===== config.mk =====
export PLATFORM = sky130hd
export DESIGN_NAME = uart_intc
export DESIGN_NICKNAME = d
export VERILOG_FILES = /design/src/rtl/uart_intc_pkg.sv /design/src/rtl/uart_intc.sv
export SDC_FILE = /design/constraint.sdc
export NUM_CORES = 1
export LEC_CHECK = 0
export BUFFER_PORTS_ARGS = -buffer_cell sky130_fd_sc_hd__buf_2
export CAP_MARGIN = 0
export CELL_PAD_IN_SITES_DETAIL_PLACEMENT = 1
export CELL_PAD_IN_SITES_GLOBAL_PLACEMENT = 1
export CORE_UTILIZATION = 42
export CTS_BUF_LIST = sky130_fd_sc_hd__clkbuf_4 sky130_fd_sc_hd__clkbuf_8 sky130_fd_sc_hd__clkbuf_16
export CTS_CLUSTER_DIAMETER = 30
export DETAILED_ROUTE_END_ITERATION = 8
export HOLD_SLACK_MARGIN = 0.02
export PLACE_DENSITY = 0.8
export SLEW_MARGIN = 20
export SYNTH_ARGS = -nofsm -noshare
export SYNTH_HDL_FRONTEND = slang
export SYNTH_SLANG_ARGS = --single-unit
export TNS_END_PERCENT = 100

===== constraint.sdc =====
create_clock -name SYS_CLK -period 2.47 [get_ports SYS_CLK]
set_clock_uncertainty 0.1 [all_clocks]
set_input_delay 0.3705 -clock SYS_CLK [delete_from_list [all_inputs] [get_ports SYS_CLK]]
set_output_delay 0.3705 -clock SYS_CLK [all_outputs]
set_load 0.03 [all_outputs]

===== src/rtl/uart_intc_pkg.sv =====
// Purpose: Shared constants and carriers for the UART interrupt and FIFO control block.
// Assumes: Registers sit on a plain strobe port with 3-bit addresses.
// Notes: Offsets are register indexes on the local port.
package uart_intc_pkg;
  // ****************************************
  // Register offsets
  // ****************************************
  localparam logic [2:0] OFS_HOLDING = 3'h0;
  localparam logic [2:0] OFS_MASK = 3'h1;
  localparam logic [2:0] OFS_SOURCE = 3'h2;
  localparam logic [2:0] OFS_FIFO_SETUP = 3'h2;
  localparam logic [2:0] OFS_EMODE = 3'h3;
  localparam logic [2:0] OFS_EFEAT = 3'h4;
  localparam logic [2:0] OFS_LINE_STATE = 3'h5;
  localparam logic [2:0] OFS_MODEM_STATE = 3'h6;
  // ****************************************
  // Field positions and reset values
  // ****************************************
  localparam int MASK_RX = 0;
  localparam int MASK_TX = 1;
  localparam int MASK_LINE = 2;
  localparam int MASK_MODEM = 3;
  localparam int MASK_SLEEP = 4;
  localparam int MASK_XOFF = 5;
  localparam int MASK_RTS = 6;
  localparam int MASK_CTS = 7;
  localparam int FS_ENABLE = 0;
  localparam int FS_RX_RESET = 1;
  localparam int FS_TX_RESET = 2;
  localparam int FS_WAKE = 3;
  localparam int EFEAT_ENH = 4;
  localparam int EFEAT_AUTO_RTS = 6;
  localparam int EFEAT_AUTO_CTS = 7;
  localparam int EMODE_EARLY_ERR = 6;
  localparam logic [7:0] MASK_RESET = 8'h00;
  localparam logic [7:0] SETUP_RESET = 8'h00;
  // ****************************************
  // Source codes
  // ****************************************
  localparam logic [5:0] SRC_LINE = 6'h06;
  localparam logic [5:0] SRC_TIMEOUT = 6'h0c;
  localparam logic [5:0] SRC_RXDATA = 6'h04;
  localparam logic [5:0] SRC_TRANSMIT_READY_EVENT = 6'h02;
  localparam logic [5:0] SRC_MODEM = 6'h00;
  localparam logic [5:0] SRC_MATCH = 6'h10;
  localparam logic [5:0] SRC_FLOW = 6'h20;
  localparam logic [5:0] SRC_NONE = 6'h01;
  // ****************************************
  // Timing
  // ****************************************
  localparam int TIMEOUT_CHARS = 4;
  localparam int TIMEOUT_BITS = 12;
  localparam int LEVEL_W = 7;

  typedef struct packed {
    logic [2:0] addr;
    logic [7:0] wdata;
    logic wr;
    logic rd;
  } bus_req_s;

  typedef struct packed {
    logic rx_char;
    logic rx_error;
    logic overrun;
    logic head_err_pe;
    logic head_err_fe;
    logic head_err_brk;
    logic any_fifo_err;
    logic thr_empty;
    logic tx_all_empty;
    logic [LEVEL_W-1:0] rx_level;
    logic [LEVEL_W-1:0] tx_level;
    logic [3:0] modem_delta;
    logic xoff_seen;
    logic special_seen;
    logic rts_out;
    logic cts_in;
    logic woke;
    logic bit_tick;
    logic [3:0] char_bits;
  } uart_status_s;
endpackage


===== src/rtl/uart_intc.sv =====
// Purpose: Interrupt mask, prioritised source reporting and FIFO control of a UART.
// Assumes: Status inputs come from logic on SYS_CLK, except the CTS level, which is synchronised.
// Notes: The serial path and the FIFOs themselves live outside; this block drives their resets.
// ****************************************
// Summary of operation
// ****************************************
// Summary of operation
// - FIFOs on with mask bits 0-3 clear gives polled mode via line-state bits.
// - Line state: data, overrun, head errors, holding empty, all empty, FIFO error.
// - Mask bit 0 enables receive data interrupt: char present or trigger reached.
// - Mask bit 1 enables transmit ready; enabling while empty raises it at once.
// - Mask bit 2 enables line status interrupt from line-state bits 1 to 4.
// - Early error mode also flags errors on FIFO entry, ORed with the head errors.
// - Mask bit 3 enables the modem status interrupt from modem bits 0-3.
// - Mask bit 4 is sleep enable, writable only with enhanced features on.
// - Mask bit 5 is Xoff interrupt enable, writable only with enhanced features.
// - Mask bit 6 with auto RTS interrupts on RTS rising.
// - Mask bit 7 with auto CTS interrupts on CTS rising.
// - Source read returns only the highest pending source.
// - Source codes follow the fixed priority encoding in six low bits.
// - Source bit 0 reads 0 while a coded source is pending; it reads 1 when idle, after reset and for a wakeup interrupt.
// - Source bits 7:6 read 1 with FIFOs enabled, else 0.
// - Timeout after four characters plus twelve bits; holding read clears it.
// - Receive data interrupt clears once level drops below trigger.
// - Transmit ready clears on source read or holding write.
// - Line-state read clears line status; modem read clears modem and flow.
// - Source read clears match and wakeup.
// - FIFO setup bit 0 enables FIFOs; other bits need it written as 1.
// - Setup bit 1 resets receive FIFO pointers, then self-clears.
// - Setup bit 2 resets transmit FIFO pointers, then self-clears.
// - Setup bits 7:6 pick receive trigger 1, 4, 8 or 14.
`timescale 1ns/100ps
`default_nettype none
module uart_intc
  import uart_intc_pkg::*;
#(
  parameter int TX_TRIGGER = 1
) (
  input wire logic SYS_CLK,
  input wire logic RST_N,
  input wire bus_req_s BUS_REQ,
  output logic [7:0] BUS_RDATA,
  input wire uart_status_s STATUS,
  input wire logic CTS_PIN,
  output logic IRQ,
  output logic RX_FIFO_CLEAR,
  output logic TX_FIFO_CLEAR,
  output logic FIFO_ENABLE,
  output logic SLEEP_ENABLE,
  output logic WAKE_ENABLE,
  output logic [7:0] LINE_STATE
);
  typedef struct packed {
    logic [7:0] mask_reg;
    logic [7:0] setup_reg;
    logic [7:0] emode_reg;
    logic [7:0] efeat_reg;
    logic [7:0] rdata_reg;
    logic [7:0] line_reg;
    logic line_pend_reg;
    logic tx_pend_reg;
    logic modem_pend_reg;
    logic match_pend_reg;
    logic flow_pend_reg;
    logic wake_pend_reg;
    logic tmo_pend_reg;
    logic [11:0] tmo_cnt_reg;
    logic rts_d_reg;
    logic cts_s1_reg;
    logic cts_s2_reg;
    logic cts_d_reg;
    logic thr_empty_d_reg;
    logic rx_clr_reg;
    logic tx_clr_reg;
    logic irq_reg;
  } state_s;

  state_s st_reg;
  state_s st_next;

  // ****************************************
  // Helpers
  // ****************************************
  function automatic logic [LEVEL_W-1:0] rx_trigger(input logic [1:0] sel);
    case (sel)
      2'h0: rx_trigger = LEVEL_W'(1);
      2'h1: rx_trigger = LEVEL_W'(4);
      2'h2: rx_trigger = LEVEL_W'(8);
      default: rx_trigger = LEVEL_W'(14);
    endcase
  endfunction

  logic fifo_on;
  logic rx_data_cond;
  logic tx_cond;
  logic line_cond;
  logic [7:0] line_state_register;
  logic [5:0] src_code;
  logic pending;
  logic [11:0] tmo_limit;
  logic cts_rise;
  logic rts_rise;
  logic src_read;
  logic tx_rise;

  always_comb begin
    fifo_on = st_reg.setup_reg[FS_ENABLE];
    // Line state, with early FIFO errors ORed into the head errors when the mode is on.
    line_state_register[0] = STATUS.rx_char;
    line_state_register[1] = STATUS.overrun;
    line_state_register[2] = STATUS.head_err_pe;
    line_state_register[3] = STATUS.head_err_fe;
    line_state_register[4] = STATUS.head_err_brk;
    if (st_reg.emode_reg[EMODE_EARLY_ERR]) begin
      line_state_register[4:2] = {3{STATUS.rx_error}} | line_state_register[4:2];
    end
    line_state_register[5] = STATUS.thr_empty;
    line_state_register[6] = STATUS.tx_all_empty;
    line_state_register[7] = STATUS.any_fifo_err;
    // Receive data condition is a level; it clears when reads drop the level.
    rx_data_cond = fifo_on ? (STATUS.rx_level >= rx_trigger(st_reg.setup_reg[7:6]))
                           : STATUS.rx_char;
    tx_cond = fifo_on ? (STATUS.tx_level < LEVEL_W'(TX_TRIGGER)) : STATUS.thr_empty;
    line_cond = |line_state_register[4:1];
    tmo_limit = 12'(TIMEOUT_CHARS) * 12'(STATUS.char_bits) + 12'(TIMEOUT_BITS);
    cts_rise = st_reg.cts_s2_reg & ~st_reg.cts_d_reg;
    rts_rise = STATUS.rts_out & ~st_reg.rts_d_reg;
    tx_rise = tx_cond & ~st_reg.thr_empty_d_reg;
    src_read = BUS_REQ.rd && BUS_REQ.addr == OFS_SOURCE;
    // Priority encoder over enabled pending sources.
    pending = 1'b1;
    if (st_reg.mask_reg[MASK_LINE] && st_reg.line_pend_reg) begin
      src_code = SRC_LINE;
    end else if (st_reg.mask_reg[MASK_RX] && st_reg.tmo_pend_reg) begin
      src_code = SRC_TIMEOUT;
    end else if (st_reg.mask_reg[MASK_RX] && rx_data_cond) begin
      src_code = SRC_RXDATA;
    end else if (st_reg.mask_reg[MASK_TX] && st_reg.tx_pend_reg) begin
      src_code = SRC_TRANSMIT_READY_EVENT;
    end else if (st_reg.mask_reg[MASK_MODEM] && st_reg.modem_pend_reg) begin
      src_code = SRC_MODEM;
    end else if (st_reg.mask_reg[MASK_XOFF] && st_reg.match_pend_reg) begin
      src_code = SRC_MATCH;
    end else if ((st_reg.mask_reg[MASK_RTS] || st_reg.mask_reg[MASK_CTS]) &&
                 st_reg.flow_pend_reg) begin
      src_code = SRC_FLOW;
    end else begin
      src_code = SRC_NONE;
      pending = 1'b0;
    end
  end

  // ****************************************
  // Next state
  // ****************************************
  always_comb begin
    st_next = st_reg;
    st_next.rx_clr_reg = 1'b0;
    st_next.tx_clr_reg = 1'b0;
    st_next.cts_s1_reg = CTS_PIN;
    st_next.cts_s2_reg = st_reg.cts_s1_reg;
    st_next.cts_d_reg = st_reg.cts_s2_reg;
    st_next.rts_d_reg = STATUS.rts_out;
    st_next.thr_empty_d_reg = tx_cond;
    // Clears from reads and writes; sets are applied afterwards so they win.
    if (BUS_REQ.rd) begin
      case (BUS_REQ.addr)
        OFS_LINE_STATE: st_next.line_pend_reg = 1'b0;
        OFS_MODEM_STATE: begin
          st_next.modem_pend_reg = 1'b0;
          st_next.flow_pend_reg = 1'b0;
        end
        OFS_SOURCE: begin
          st_next.tx_pend_reg = 1'b0;
          st_next.match_pend_reg = 1'b0;
          st_next.wake_pend_reg = 1'b0;
        end
        OFS_HOLDING: st_next.tmo_pend_reg = 1'b0;
        default: ;
      endcase
    end
    if (BUS_REQ.wr) begin
      case (BUS_REQ.addr)
        OFS_HOLDING: st_next.tx_pend_reg = 1'b0;
        OFS_MASK: begin
          st_next.mask_reg[3:0] = BUS_REQ.wdata[3:0];
          st_next.mask_reg[7:6] = BUS_REQ.wdata[7:6];
          if (st_reg.efeat_reg[EFEAT_ENH]) begin
            st_next.mask_reg[5:4] = BUS_REQ.wdata[5:4];
          end
          if (BUS_REQ.wdata[MASK_TX] && !st_reg.mask_reg[MASK_TX] && tx_cond) begin
            st_next.tx_pend_reg = 1'b1;
          end
        end
        OFS_FIFO_SETUP: begin
          if (BUS_REQ.wdata[FS_ENABLE]) begin
            st_next.setup_reg = BUS_REQ.wdata & 8'hf9;
            if (!st_reg.efeat_reg[EFEAT_ENH]) begin
              st_next.setup_reg[5:3] = st_reg.setup_reg[5:3];
            end
            st_next.rx_clr_reg = BUS_REQ.wdata[FS_RX_RESET];
            st_next.tx_clr_reg = BUS_REQ.wdata[FS_TX_RESET];
          end else begin
            st_next.setup_reg[FS_ENABLE] = 1'b0;
          end
        end
        OFS_EMODE: st_next.emode_reg = BUS_REQ.wdata;
        OFS_EFEAT: st_next.efeat_reg = BUS_REQ.wdata;
        default: ;
      endcase
    end
    // Hardware sets.
    if (line_cond) begin
      st_next.line_pend_reg = 1'b1;
    end
    if (tx_rise) begin
      st_next.tx_pend_reg = 1'b1;
    end
    if (|STATUS.modem_delta) begin
      st_next.modem_pend_reg = 1'b1;
    end
    if (STATUS.xoff_seen || STATUS.special_seen) begin
      st_next.match_pend_reg = 1'b1;
    end
    if ((rts_rise && st_reg.efeat_reg[EFEAT_AUTO_RTS] && st_reg.mask_reg[MASK_RTS]) ||
        (cts_rise && st_reg.efeat_reg[EFEAT_AUTO_CTS] && st_reg.mask_reg[MASK_CTS])) begin
      st_next.flow_pend_reg = 1'b1;
    end
    if (STATUS.woke && st_reg.setup_reg[FS_WAKE]) begin
      st_next.wake_pend_reg = 1'b1;
    end
    // Character timeout counts bit ticks while FIFOs are on, data waits and the holding register is not read.
    if (!fifo_on || STATUS.rx_level == '0 || STATUS.rx_char == 1'b0 ||
        (BUS_REQ.rd && BUS_REQ.addr == OFS_HOLDING)) begin
      st_next.tmo_cnt_reg = '0;
    end else if (STATUS.bit_tick) begin
      if (st_reg.tmo_cnt_reg + 12'h001 >= tmo_limit) begin
        st_next.tmo_pend_reg = 1'b1;
        st_next.tmo_cnt_reg = '0;
      end else begin
        st_next.tmo_cnt_reg = st_reg.tmo_cnt_reg + 12'h001;
      end
    end
    // Read data, one cycle after the strobe.
    st_next.rdata_reg = 8'h00;
    if (BUS_REQ.rd) begin
      case (BUS_REQ.addr)
        OFS_MASK: st_next.rdata_reg = st_reg.mask_reg;
        OFS_SOURCE: st_next.rdata_reg = {{2{fifo_on}}, src_code};
        OFS_EFEAT: st_next.rdata_reg = st_reg.efeat_reg;
        OFS_LINE_STATE: st_next.rdata_reg = line_state_register;
        default: st_next.rdata_reg = 8'h00;
      endcase
    end
    st_next.line_reg = line_state_register;
    st_next.irq_reg = pending | st_reg.wake_pend_reg;
  end

  always_ff @(posedge SYS_CLK or negedge RST_N) begin
    if (!RST_N) begin
      st_reg <= '0;
      st_reg.mask_reg <= MASK_RESET;
      st_reg.setup_reg <= SETUP_RESET;
    end else begin
      st_reg <= st_next;
    end
  end

  assign BUS_RDATA = st_reg.rdata_reg;
  assign IRQ = st_reg.irq_reg;
  assign RX_FIFO_CLEAR = st_reg.rx_clr_reg;
  assign TX_FIFO_CLEAR = st_reg.tx_clr_reg;
  assign FIFO_ENABLE = st_reg.setup_reg[FS_ENABLE];
  assign SLEEP_ENABLE = st_reg.mask_reg[MASK_SLEEP];
  assign WAKE_ENABLE = st_reg.setup_reg[FS_WAKE];
  assign LINE_STATE = st_reg.line_reg;

  // ****************************************
  // Checks
  // ****************************************
  a_irq_follows_pending: assert property (@(posedge SYS_CLK) disable iff (!RST_N)
    IRQ == $past(pending || st_reg.wake_pend_reg))
    else $error("interrupt output does not follow pending");
  a_src_idle_code: assert property (@(posedge SYS_CLK) disable iff (!RST_N)
    BUS_REQ.rd && BUS_REQ.addr == OFS_SOURCE && !pending |=> BUS_RDATA[5:0] == SRC_NONE)
    else $error("idle source code wrong");
  a_src_fifo_bits: assert property (@(posedge SYS_CLK) disable iff (!RST_N)
    src_read |=> BUS_RDATA[7:6] == {2{$past(fifo_on)}}) else $error("fifo status bits wrong");
  a_rx_clear_pulse: assert property (@(posedge SYS_CLK) disable iff (!RST_N)
    RX_FIFO_CLEAR |=> !RX_FIFO_CLEAR) else $error("receive clear not self clearing");
  a_tx_clear_pulse: assert property (@(posedge SYS_CLK) disable iff (!RST_N)
    BUS_REQ.wr && BUS_REQ.addr == OFS_FIFO_SETUP && BUS_REQ.wdata[2:0] == 3'h7
    |=> TX_FIFO_CLEAR ##1 !TX_FIFO_CLEAR) else $error("transmit clear pulse wrong");
  a_setup_needs_en: assert property (@(posedge SYS_CLK) disable iff (!RST_N)
    BUS_REQ.wr && BUS_REQ.addr == OFS_FIFO_SETUP && !BUS_REQ.wdata[0]
    |=> !RX_FIFO_CLEAR && !TX_FIFO_CLEAR && !FIFO_ENABLE) else $error("setup took effect");
  a_sleep_locked: assert property (@(posedge SYS_CLK) disable iff (!RST_N)
    BUS_REQ.wr && BUS_REQ.addr == OFS_MASK && !st_reg.efeat_reg[EFEAT_ENH]
    |=> $stable(SLEEP_ENABLE)) else $error("sleep enable written while locked");
  a_line_clear: assert property (@(posedge SYS_CLK) disable iff (!RST_N)
    BUS_REQ.rd && BUS_REQ.addr == OFS_LINE_STATE && !line_cond |=> !st_reg.line_pend_reg)
    else $error("line status not cleared by read");
  a_tx_src_clear: assert property (@(posedge SYS_CLK) disable iff (!RST_N)
    src_read && !tx_rise && !BUS_REQ.wr |=> !st_reg.tx_pend_reg)
    else $error("transmit ready not cleared by source read");
  // ****************************************
  // Event checks
  // ****************************************
  a_line_state_reg: assert property (@(posedge SYS_CLK) disable iff (!RST_N)
    $past(RST_N) |-> LINE_STATE == $past(line_state_register))
    else $error("line state output does not follow status");
  a_polled_quiet: assert property (@(posedge SYS_CLK) disable iff (!RST_N)
    st_reg.mask_reg[3:0] == 4'h0 && st_reg.mask_reg[7:5] == 3'h0 && !st_reg.wake_pend_reg
    |=> !IRQ)
    else $error("interrupt raised in polled mode");
  a_rx_data_irq: assert property (@(posedge SYS_CLK) disable iff (!RST_N)
    st_reg.mask_reg[MASK_RX] && rx_data_cond |=> IRQ)
    else $error("receive data interrupt missing");
  a_tx_enable_now: assert property (@(posedge SYS_CLK) disable iff (!RST_N)
    BUS_REQ.wr && BUS_REQ.addr == OFS_MASK && BUS_REQ.wdata[MASK_TX] &&
    !st_reg.mask_reg[MASK_TX] && tx_cond |=> st_reg.tx_pend_reg)
    else $error("transmit ready not raised on enable");
  a_line_sets: assert property (@(posedge SYS_CLK) disable iff (!RST_N)
    line_cond |=> st_reg.line_pend_reg)
    else $error("line status not raised");
  a_modem_sets: assert property (@(posedge SYS_CLK) disable iff (!RST_N)
    |STATUS.modem_delta |=> st_reg.modem_pend_reg)
    else $error("modem status not raised");
  a_xoff_locked: assert property (@(posedge SYS_CLK) disable iff (!RST_N)
    BUS_REQ.wr && BUS_REQ.addr == OFS_MASK && !st_reg.efeat_reg[EFEAT_ENH]
    |=> $stable(st_reg.mask_reg[MASK_XOFF]))
    else $error("xoff enable written while locked");
  a_rts_sets: assert property (@(posedge SYS_CLK) disable iff (!RST_N)
    rts_rise && st_reg.efeat_reg[EFEAT_AUTO_RTS] && st_reg.mask_reg[MASK_RTS]
    |=> st_reg.flow_pend_reg)
    else $error("rts rise not raised");
  a_cts_sets: assert property (@(posedge SYS_CLK) disable iff (!RST_N)
    cts_rise && st_reg.efeat_reg[EFEAT_AUTO_CTS] && st_reg.mask_reg[MASK_CTS]
    |=> st_reg.flow_pend_reg)
    else $error("cts rise not raised");
  a_line_first: assert property (@(posedge SYS_CLK) disable iff (!RST_N)
    src_read && st_reg.mask_reg[MASK_LINE] && st_reg.line_pend_reg
    |=> BUS_RDATA[5:0] == SRC_LINE)
    else $error("line status not reported first");
  a_pending_bit0: assert property (@(posedge SYS_CLK) disable iff (!RST_N)
    src_read && pending |=> !BUS_RDATA[0])
    else $error("pending source reads as idle");
  a_tmo_clear: assert property (@(posedge SYS_CLK) disable iff (!RST_N)
    BUS_REQ.rd && BUS_REQ.addr == OFS_HOLDING |=> !st_reg.tmo_pend_reg)
    else $error("timeout not cleared by holding read");
  a_holding_clear: assert property (@(posedge SYS_CLK) disable iff (!RST_N)
    BUS_REQ.wr && BUS_REQ.addr == OFS_HOLDING && !tx_rise |=> !st_reg.tx_pend_reg)
    else $error("transmit ready not cleared by holding write");
  a_modem_clear: assert property (@(posedge SYS_CLK) disable iff (!RST_N)
    BUS_REQ.rd && BUS_REQ.addr == OFS_MODEM_STATE && !(|STATUS.modem_delta)
    |=> !st_reg.modem_pend_reg)
    else $error("modem status not cleared by read");
  a_wake_clear: assert property (@(posedge SYS_CLK) disable iff (!RST_N)
    src_read && !(STATUS.woke && st_reg.setup_reg[FS_WAKE]) |=> !st_reg.wake_pend_reg)
    else $error("wakeup not cleared by source read");
  a_fifo_enable_flag: assert property (@(posedge SYS_CLK) disable iff (!RST_N)
    BUS_REQ.wr && BUS_REQ.addr == OFS_FIFO_SETUP && BUS_REQ.wdata[0] |=> FIFO_ENABLE)
    else $error("fifo enable not set");
  a_rx_clear_start: assert property (@(posedge SYS_CLK) disable iff (!RST_N)
    BUS_REQ.wr && BUS_REQ.addr == OFS_FIFO_SETUP && BUS_REQ.wdata[1:0] == 2'h3
    |=> RX_FIFO_CLEAR)
    else $error("receive clear pulse missing");
endmodule
`default_nettype wire


* After elaboration in Yosys (flattened, before gate mapping)
Index checks and enable logic that the tools add are counted.
** Storage, ports and cells
- Flip-flop bits (word level) :: 70
- Input port bits :: 53
- Output and inout port bits :: 22
- Logic and storage cells :: 142
** Cells by class
- Add/subtract/negate cells :: 2
- $lt $le $gt $ge :: 3
- Equality and inequality tests :: 8
- Muxes and demuxes :: 44
- Bitwise operators :: 9
- Reductions and logical operators :: 51
** Operators with widths (number)
- $mux 6 :: 7
- $pmux 8 s4 :: 1
- $mux 1 :: 25
- $mux 12 :: 2
- $reduce_bool 2->1 :: 11
- $reduce_and 2->1 :: 9
- $logic_and 1x1->1 :: 15
- $mux 13 :: 1
- $add 12x1->12 const B :: 1
- $ge 12x7->1 :: 1
- $pmux 4 s3 :: 1
- $eq 3x3->1 const B :: 3
- $mux 8 :: 1
- $reduce_or 4->1 :: 2
- $add 6x4->7 const B :: 1
- $ge 7x7->1 :: 1
- $logic_not 7->1 :: 1
- $lt 7x1->1 const B :: 1
- $mux 7 :: 1
- $eq 3x2->1 const B :: 2
- $logic_or 1x1->1 :: 6
- $mux 2 :: 3
- $reduce_and 3->1 :: 2
- $not 1->1 :: 4
- other kinds (12) :: 15

* Depth between registers and ports, before layout
Gate-level depths: netlist (run 1).
- Depth after elaboration :: 11
- Depth in mapped cells :: 11
- Mapped depth without buffers :: 10

* Worst setup path before layout (run 1)
OpenSTA, ideal clock, no wires.
- Path type :: register to register
- Start point :: reg st_reg[8] in the netlist's numbering
- End point :: reg st_reg[10] in the netlist's numbering
- Library setup time :: 64 ps
- Data arrival time :: 2028 ps
- Required time :: 2306 ps
- Path slack :: 278 ps
- Stages on the path, launching flop included :: 12
- Buffers on the path :: 1
- Clock period less this slack :: 2192 ps
- Cell sequence :: dfrtp_1 -> ha_1 -> clkbuf_2 -> nand3_1 -> xnor2_1 -> ha_1 -> o21ai_0 -> a31oi_1 -> o31ai_1 -> o2111ai_1 -> nor3b_1 -> a21o_1
** On the way
- Cells in the longest elaborated chain, start to end :: 5
** RTL lines
- start, declared :: line uart_intc.sv:78 : state_s st_reg;
- start signal, assigned :: line uart_intc.sv:265 : st_reg <= st_next;
- $add 12x1->12 (*) :: line uart_intc.sv:237, uart_intc.sv:241
- $ge 12x7->1 :: line uart_intc.sv:237 : if (st_reg.tmo_cnt_reg + 12'h001 >= tmo_limit) begin
- $mux 12 (*) :: line uart_intc.sv:237
- $mux 13 (*) :: line uart_intc.sv:236 : end else if (STATUS.bit_tick) begin
- $mux 12 (*) :: line uart_intc.sv:233 : if (!fifo_on || STATUS.rx_level == '0 || STATUS.rx_char == 1'b0 ||
Every way passes the cells marked *; elsewhere a longest branch is shown, timed or not. The select of a mux whose other input is x is not followed.
A chain may end at the register's enable or synchronous reset.

* Final worst setup path (run 1)
- Start point :: reg st_reg[10] in the netlist's numbering
- End point :: reg st_reg[9] in the netlist's numbering
** On the way
- Cells in the longest elaborated chain, start to end :: 5
** RTL lines (line)
- $add 12x1->12 :: uart_intc.sv:237
- $ge 12x7->1 :: uart_intc.sv:237
- $mux 12 :: uart_intc.sv:237
- $mux 13 :: uart_intc.sv:236
- $mux 12 :: uart_intc.sv:233
Every way passes these cells. The select of a mux whose other input is x is not followed.

==> results of run 1 <==
==> cell type report <==
cell class	instances	share of cell area, %
Timing Repair Buffer	84	11.9
Clock inverter	3	0.449
Clock buffer	12	4.07
Tap cell	99	3.17
Sequential cell	64	41.0
Multi-Input combinational cell	204	38.6
Inverter	9	0.865
==> kinds of logic (layout without fill, tap and decap cells) <==
| kind of cell | after synthesis | in the layout | synth area share, % |
|---|---|---|---|
| mux | 28 | 28 | 9.57 |
| xor+xnor | 9 | 9 | 2.40 |
| fa+ha+maj | 11 | 11 | 4.20 |
| flops | 64 | 64 | 48.8 |
| compound gates | 53 | 53 | 10.8 |
| buf+inv | 37 | 108 | 6.64 |
| simple gates | 103 | 103 | 17.6 |
==> per-stage QoR <==
step | setup slack, ns | hold WS, ns | total power (W) | cell area [sq um] | util [%]
6_report | 0.118 | 0.0453 | 0.00260 | 3900 | 52.7
5_1_grt | -0.0171 | 0.0271 | 0.00275 | 3900 | 52.7
4_1_cts | 0.0263 | 0.0255 | 0.00264 | 3860 | 52.1
3_5_place_dp | 0.0582 | 0.246 | 0.00182 | 3670 | 49.6
3_3_place_gp | 0.149 | 0.238 | 0.00178 | 3670 | 49.6
2_1_floorplan | 0.278 | -0.0251 | 0.00163 | 3280 | -
==> layer usage <==
layer | part of all wire (%) | global-route usage, % | vias up
li1 | - | - | 1200
met1 | 43 | 25.2 | 1237
met2 | 52 | 36.3 | 57
met3 | 3.2 | 3.87 | 13
met4 | 2.0 | 9.68 | 0
met5 | 0 | 0 | -
==> worst max-delay path by stage <==
stage	to	cells past startpoint	slack, ns	from
6_report	st_reg[9]	8	0.12	st_reg[10]
5_1_grt	st_reg[10]	9	-0.02	st_reg[10]
4_1_cts	st_reg[10]	10	0.03	st_reg[8]
3_5_place_dp	st_reg[10]	10	0.06	st_reg[8]
3_3_place_gp	st_reg[10]	10	0.15	st_reg[8]
2_1_floorplan	st_reg[10]	11	0.28	st_reg[8]
==> worst reg2reg max path, delay by kind of cell (launching register included) <==
family,cells,cell delay (ns)
adders and majority gates,1,0.30
and+or+nand+nor,1,0.15
xor gates and xnor gates,1,0.16
AOI/OAI and AO/OA,5,1.07
DFF,1,0.51
==> synth_stat cells, drive strengths merged (2+ instances only) <==
library cell / n / area share (%)
dfrtp: 64 / 49
nand2: 40 / 4.6
mux2: 24 / 8.4
buf: 22 / 4.9
o21ai: 19 / 2.9
ha: 11 / 4.2
and2: 10 / 1.9
inv: 9 / 1.0
nor2: 8 / 0.92
a21oi: 7 / 1.1
nand3: 7 / 1.1
clkbuf: 6 / 0.72
nor3: 6 / 1.1
xnor2: 6 / 1.6
a32o: 5 / 1.5
nor2b: 5 / 0.95
mux2i: 4 / 1.2
nand4b: 4 / 1.1
a31oi: 3 / 0.57
nand3b: 3 / 0.69
nand4: 3 / 0.57
nor3b: 3 / 0.84
nor4: 3 / 0.57
nor4b: 3 / 1.4
o22ai: 3 / 0.57
o31ai: 3 / 0.69
xor2: 3 / 0.80
a21o: 2 / 0.46
nand2b: 2 / 0.38
o211a: 2 / 0.61
o21a: 2 / 0.46
==> what timing repair did <==
item / in CTS / in global routing
setup endpoints to repair: 0 / 8
gates resized for setup: 0 / 9
endpoints found under the hold margin: 27 / 0
buffers inserted: 0 / 0
hold buffers: 1 / 0
==> report_power, final <==
group / switching [W] / leakage (nW) / internal (W)
clock: 0.000379 / 0.0917 / 0.000421
sequential: 0.000101 / 0.791 / 0.00117
combinational: 0.000299 / 0.975 / 0.000229
total: 0.000779 / 1.86 / 0.00183
==> impl_metrics.toml, run 1 <==
[run_status]
outcome = "finished clean"

[logic_synthesis]
synth_ff_type = "dfrtp_1"
synth_nets = 369
synth-edff-count = 0
avgSynthCellArea_sq_um = 10.8
synth-seq-cells = 64
ys_async_sr_fraction_pct = 100
syn_area_sq_mm = 0.00328
synth-warning-count = 0
synthDistinctLibCells = 52
synthCells = 305
ys_seq_area_share_pct = 48.8

[floorplan]
core_area_sq_mm = 0.00741
dieWidth_microns = 90.4
ios = 75
num_rows = 31
dieArea_sq_mm = 0.00817
die_y_microns = 90.4
start_util_pct = 44.3

[setup_path]
worstPathArrival_ns = 2.52
timing.rr.end = "st_reg[9]"
crit_type = "reg -> reg"
cpPeakStageDelay_ns = 0.51
rrSetupSlack_ns = 0.12
crit_buf_inv = 0
crit_chain = "nand2_1 > xnor2_2 > ha_1 > o21ai_1 > a31oi_1 > o31ai_2 > o211a_2 > a32o_1"
slowest_stage = "dfrtp_1"
crit_family = "compound AO/OA/AOI/OAI gates"
startpoint_type = "flop"
ff2ff_path_depth = 8
required_ns = 2.63
rr_startpoint = "st_reg[10]"
worst-path-max-fanout = 7
crit_path_end_kind = "flop"

[route]
drc = 0
via_per_inst = 5.28
antenna_left = 0
wirelength_microns = 7950
wl_per_cell_microns = 16.7
drt_iter0_drc = 76
vias = 2507
dr.pass1.iters = 5

[power]
ir_drop_mv = 0.453
cellLeakagePower_nw = 1.86
power_density_mw_per_mm2 = 667

[placed_design]
hpwl_microns = 6100
numPortBuffers = 73
place_congestion = 0.778
dp_cells = 459

[final_layout]
n_antenna_cell = 0
syn_to_final_growth_pct = 19.0
drive_above_1_share_pct = 36.7
final_common_cell = "buf_2"
layout_common_cells = "buf_2 (73), dfrtp_1 (64), nand2_1 (40)"
largest_reg_flops = 40
seq_area_sq_mm = 0.00160
layout.cells.non_filler = 475
fillers = 840
multi_input_area_sq_mm = 0.00151
fin_nets = 436

[global_routing]
gr-total-overflow = 0
grt_pass1_wl_microns = 13300
grt_max_degree = 38
grt_antenna_before_repair = 0
grt_pass1_vias = 2733
grt_usage_pct = 21.0

[hold_path]
hp-class = "in -> reg"
hp-start = "CTS_PIN"
worstHoldEndpoint = "st_next[5]"
hold_path_depth = 1

[cts]
clkSinkCount = 64
clk_pin_slew_ns = 0.07
cts_tree = "yes"
htree_num_levels = 3
clk_latency_ns = 0.33
cts_made_buffers = 9
ctsRootBufferMaster = "clkbuf_8"
clockBufferDepth = 2

[flow_run]
maxCapViolations = 0

[timing]
slew_headroom_pct = 57.2
fmax_mhz = 425
worstMarginPinSlew_ns = 0.642
finalSetupViolCount = 0
report.final.slew_viol_count = 0
min_period_over_period_pct = 95.2
finalSetupTns_ns = 0
fin_crit_ns = 2.35
finalHoldViolations = 0
Note: power is estimated with default switching activity, not from simulation.
==> run 2: changes to the inputs <==
Settings changed: GPL_TIMING_DRIVEN set to 1, MAX_ROUTING_LAYER set to met4, SLEW_MARGIN 20 to unset.
==> run 2 against run 1 <==
  * Wire length shrank 0.16%
  * Critical path depth is the same
  * Utilization is the same
  * Clock power is essentially flat
  * Sequential share of layout area is the same
  * Design area is the same
  * Combinational power is essentially flat
  * Register-to-register slack is essentially flat
  * Die area is the same
  * Sequential power is essentially flat
  * Global-route usage grew 0.63 points
  * First-iteration DRC count grew 2.6%
==> impl_metrics.toml, run 2 (same netlist as run 1, synthesis figures left out) <==
[run_status]
outcome = "finished clean"

[final_layout]
layout_common_cells = "buf_2 (73), dfrtp_1 (64), nand2_1 (40)"
syn_to_final_growth_pct = 19.0
final_common_cell = "buf_2"
multi_input_area_sq_mm = 0.00151
seq_area_sq_mm = 0.00160
n_antenna_cell = 0
drive_above_1_share_pct = 36.7
largest_reg_flops = 40
final_area_sq_mm = 0.00390
fillers = 840
fin_nets = 436
fin_util_pct = 52.7
layout.cells.non_filler = 475

[route]
drt_iter0_drc = 78
wirelength_microns = 7930
antenna_left = 0
wl_per_cell_microns = 16.7
drc = 0
via_per_inst = 5.29
dr.pass1.iters = 5
vias = 2513

[floorplan]
core_area_sq_mm = 0.00741
start_util_pct = 44.3
dieArea_sq_mm = 0.00817
dieWidth_microns = 90.4
num_rows = 31
ios = 75
die_y_microns = 90.4

[hold_path]
hp-start = "CTS_PIN"
hp-class = "in -> reg"
worstHoldEndpoint = "st_next[5]"
hold_path_depth = 1

[cts]
post-cts-setup-buffers = 0
clk_pin_slew_ns = 0.07
clk_latency_ns = 0.33
cts_made_buffers = 9
ctsRootBufferMaster = "clkbuf_8"
cts_tree = "yes"
htree_num_levels = 3
clkSinkCount = 64
clockBufferDepth = 2

[global_routing]
grt_pass1_wl_microns = 13300
gr-total-overflow = 0
grt_pass1_vias = 2726
met2_usage_pct = 36.1
grt_usage_pct = 21.6
busiest_layer = "met2"
use_met1_pct = 25.4
grt_antenna_before_repair = 0
grt_max_degree = 38
use_met3_pct = 3.87

[flow_run]
maxCapViolations = 0

[placed_design]
numPortBuffers = 73
dp_cells = 459
place_congestion = 0.788
dpl_cell_area_sq_mm = 0.00367
hpwl_microns = 6100

[power]
total_power_w = 0.00260
power.internal_w = 0.00183
swShare_pct = 29.9
p_clk_share_pct = 30.7
p_seq_share_pct = 49.0
cellLeakagePower_nw = 1.86
power_density_mw_per_mm2 = 667
switching_power_w = 0.000778
comb_power_share_pct = 20.3
ir_drop_mv = 0.453

[setup_path]
worstPathArrival_ns = 2.52
ff2ff_path_depth = 8
timing.rr.end = "st_reg[9]"
startpoint_type = "flop"
crit_path_end_kind = "flop"
rrSetupSlack_ns = 0.12
rr_startpoint = "st_reg[10]"
required_ns = 2.63
crit_type = "reg -> reg"
worst-path-max-fanout = 7

[timing]
finalSetupTns_ns = 0
fin_crit_ns = 2.35
report.final.slew_viol_count = 0
min_period_over_period_pct = 95.2
finalSetupViolCount = 0
slew_headroom_pct = 57.2
finalHoldViolations = 0
worstMarginPinSlew_ns = 0.642
fmax_mhz = 425
## run 2: final cells by class
class | instances | area share (%)
Timing Repair Buffer | 84 | 11.9
Tap cell | 99 | 3.17
Sequential cell | 64 | 41.0
Multi-Input combinational cell | 204 | 38.6
Inverter | 9 | 0.865
Clock inverter | 3 | 0.449
Clock buffer | 12 | 4.07
## run 2: critical path, cell delays in order (launching register included)
cell and delay (ns):
dfrtp_1 0.51, nand2_1 0.14, xnor2_2 0.16, ha_1 0.30, o21ai_1 0.14, a31oi_1 0.07, o31ai_2 0.34, o211a_2 0.33
a32o_1 0.19
## run 2: power by group through the flow
stage | sequential [W] | clock (W) | combinational (W)
after global routing | 0.00129 | 0.000867 | 0.000586
after global placement | 0.00128 | 0 | 0.000505
after detailed placement | 0.00129 | 0 | 0.000530
after floorplan | 0.00128 | 0 | 0.000341
after CTS | 0.00127 | 0.000829 | 0.000535
final | 0.00128 | 0.000800 | 0.000528
## run 2: how the worst max path moves through the flow
stage               startpoint          to  cells after the start
finish              st_reg[10]   st_reg[9]                      8
global route        st_reg[10]  st_reg[10]                      9
CTS                  st_reg[8]  st_reg[10]                     10
detailed placement   st_reg[8]  st_reg[10]                     10
global placement     st_reg[8]  st_reg[10]                     10
floorplan            st_reg[8]  st_reg[10]                     11
## run 2: per-stage QoR
step	setup WS [ns]	hold slack [ns]
floorplan	0.278	-0.0251
global placement	0.149	0.238
detailed placement	0.0582	0.246
CTS	0.0263	0.0255
global route	-0.0171	0.0271
finish	0.118	0.0451
## run 2: metal layers
layer	vias to the layer above	share of wire, %
met2	58	52
li1	1201	-
met5	-	0
met4	0	2.0
met3	13	3.2
met1	1241	43
## run 2: what timing repair did
action                     4_1_cts  5_1_grt
hold buffers                     1        0
hold endpoints to repair        27        0
resized for setup                0        9
setup endpoints to repair        0        8
==> run 3: changes to the inputs <==
Settings changed: CORE_MARGIN set to 2.
Clock period 2.47 ns to 2.3 ns, I/O delays scaled along.
==> run 3 against run 2 <==
  * The flow now finishes with violations (negative setup slack)
  * Clock-buffer cell count decreased by 2
  * Critical path depth up 3
  * Power grew 18%
  * Wire length is 12% higher
  * Critical endpoint is now st_reg[10]
  * Maximum frequency fell by 0.45%
==> impl_metrics.toml, run 3 (same netlist as run 1, synthesis figures left out) <==
[setup_path]
path_common_cell = "buf_4"
required_ns = 2.49
worst-path-max-fanout = 4
crit_family = "compound AO/OA/AOI/OAI gates"
worstPathArrival_ns = 2.55
startpoint_type = "flop"
crit_path_end_kind = "flop"
crit_buf_inv = 2
cpPeakStageDelay_ns = 0.44
crit_type = "reg -> reg"
slowest_stage = "dfrtp_1"
crit_chain = "ha_4 > buf_4 > buf_4 > nand2_1 > xnor2_2 > ha_2 > o21a_1 > o31ai_4 > o2111ai_2 > o21bai_1 > a21o_1"

[floorplan]
dieWidth_microns = 92.4
ios = 75
start_util_pct = 42.9
dieArea_sq_mm = 0.00853
die_y_microns = 92.4
num_rows = 32
core_area_sq_mm = 0.00765

[final_layout]
seq_area_sq_mm = 0.00160
fin_nets = 453
final_area_sq_mm = 0.00419
drive_above_1_share_pct = 42.4
multi_input_area_sq_mm = 0.00160
syn_to_final_growth_pct = 27.7
fillers = 853
n_antenna_cell = 0
layout_common_cells = "buf_2 (73), dfrtp_1 (63), nand2_1 (38)"
final_common_cell = "buf_2"
largest_reg_flops = 40

[global_routing]
grt_antenna_before_repair = 0
grt_max_degree = 29
grt_pass1_vias = 2877
grt_usage_pct = 22.2
grt_pass1_wl_microns = 14100
gr-total-overflow = 0

[hold_path]
hp-class = "in -> reg"

[cts]
htree_num_levels = 3
clkSinkCount = 64
cts_tree = "yes"
cts_made_buffers = 9
clk_pin_slew_ns = 0.07
clk_latency_ns = 0.35
clockBufferDepth = 2
ctsRootBufferMaster = "clkbuf_8"

[timing]
finalSetupViolCount = 4
rsz0062_at_grt = "yes"
fin_crit_ns = 2.36
holdWs_ns = 0.0514
finalHoldViolations = 0
report.final.slew_viol_count = 0
min_period_over_period_pct = 103
worstMarginPinSlew_ns = 0.543
setup_slack_ns = -0.0629
slew_headroom_pct = 63.8
fmax_mhz = 423

[route]
wirelength_microns = 8870
drt_iter0_drc = 81
dr.pass1.iters = 4
via_per_inst = 5.33
wl_per_cell_microns = 17.9
vias = 2644
drc = 0
antenna_left = 0

[power]
power_density_mw_per_mm2 = 731
cellLeakagePower_nw = 1.99
ir_drop_mv = 0.452

[run_status]
violations = "negative setup slack"
outcome = "finished with violations"

[placed_design]
dpl_cell_area_sq_mm = 0.00371
place_congestion = 0.862
hpwl_microns = 6240
numPortBuffers = 73

[flow_run]
maxCapViolations = 0
-- run 3: stage by stage --
stage          total power [W]  instances  util (%)  setup TNS (ns)  setup slack (ns)
2_1_floorplan          0.00175        305         -               0             0.108
3_3_place_gp           0.00192        466      48.5               0           0.00183
3_5_place_dp           0.00196        466      48.5          -0.283           -0.0750
4_1_cts                0.00304        493      53.3         -0.0919           -0.0383
5_1_grt                0.00322        496      54.8          -0.724            -0.182
6_report               0.00306        496      54.8          -0.165           -0.0629
-- run 3: cell type report --
| type | instances | share of cell area [%] |
|---|---|---|
| Clock inverter | 6 | 2.00 |
| Timing Repair Buffer | 101 | 14.5 |
| Clock buffer | 10 | 3.14 |
| Sequential cell | 64 | 38.3 |
| Inverter | 9 | 0.806 |
| Tap cell | 102 | 3.05 |
| Multi-Input combinational cell | 204 | 38.2 |
-- run 3: metal layers --
layer / vias to the layer above / wire length, microns / GRT usage, %
met2: 62 / 4670 / 38.0
met5: - / 0 / -
met1: 1322 / 3700 / 25.8
met4: 0 / 174 / 7.71
met3: 17 / 330 / 5.04
li1: 1243 / - / -
-- run 3: worst paths after layout --
kind | start | to | slack (ns) | cells past startpoint
max in group asynchronous | RST_N | IRQ | 1.06 | 3
min reg2reg | st_next[5] | st_next[4] | 0.26 | 0
min | STATUS[34] | LINE_STATE[1] | 0.05 | 1
max | st_reg[9] | st_reg[10] | -0.06 | 11
min in group asynchronous | RST_N | st_reg[15] | 0.41 | 2
max reg2reg | st_reg[9] | st_reg[10] | -0.06 | 11
-- run 3: worst register-to-register path: stages (launching register included) --
cell	delay, ns
dfrtp_1	0.44
ha_4	0.20
buf_4	0.13
buf_4	0.14
nand2_1	0.09
xnor2_2	0.13
ha_2	0.31
o21a_1	0.13
o31ai_4	0.07
o2111ai_2	0.20
o21bai_1	0.22
a21o_1	0.14
-- run 3: timing repair --
item                                    in CTS  in global routing
hold buffers                                 5                  0
buffers inserted                             6                  3
endpoints found under the setup margin       8                 13
hold endpoints to repair                    25                  0
resized for setup                           11                 19
pin swaps                                   15                 16
-- run 3: power breakdown --
part	total (W)	switching [W]	internal, W
Clock	0.00105	0.000437	0.000618
Sequential	0.00137	0.000111	0.00126
Combinational	0.000634	0.000348	0.000286
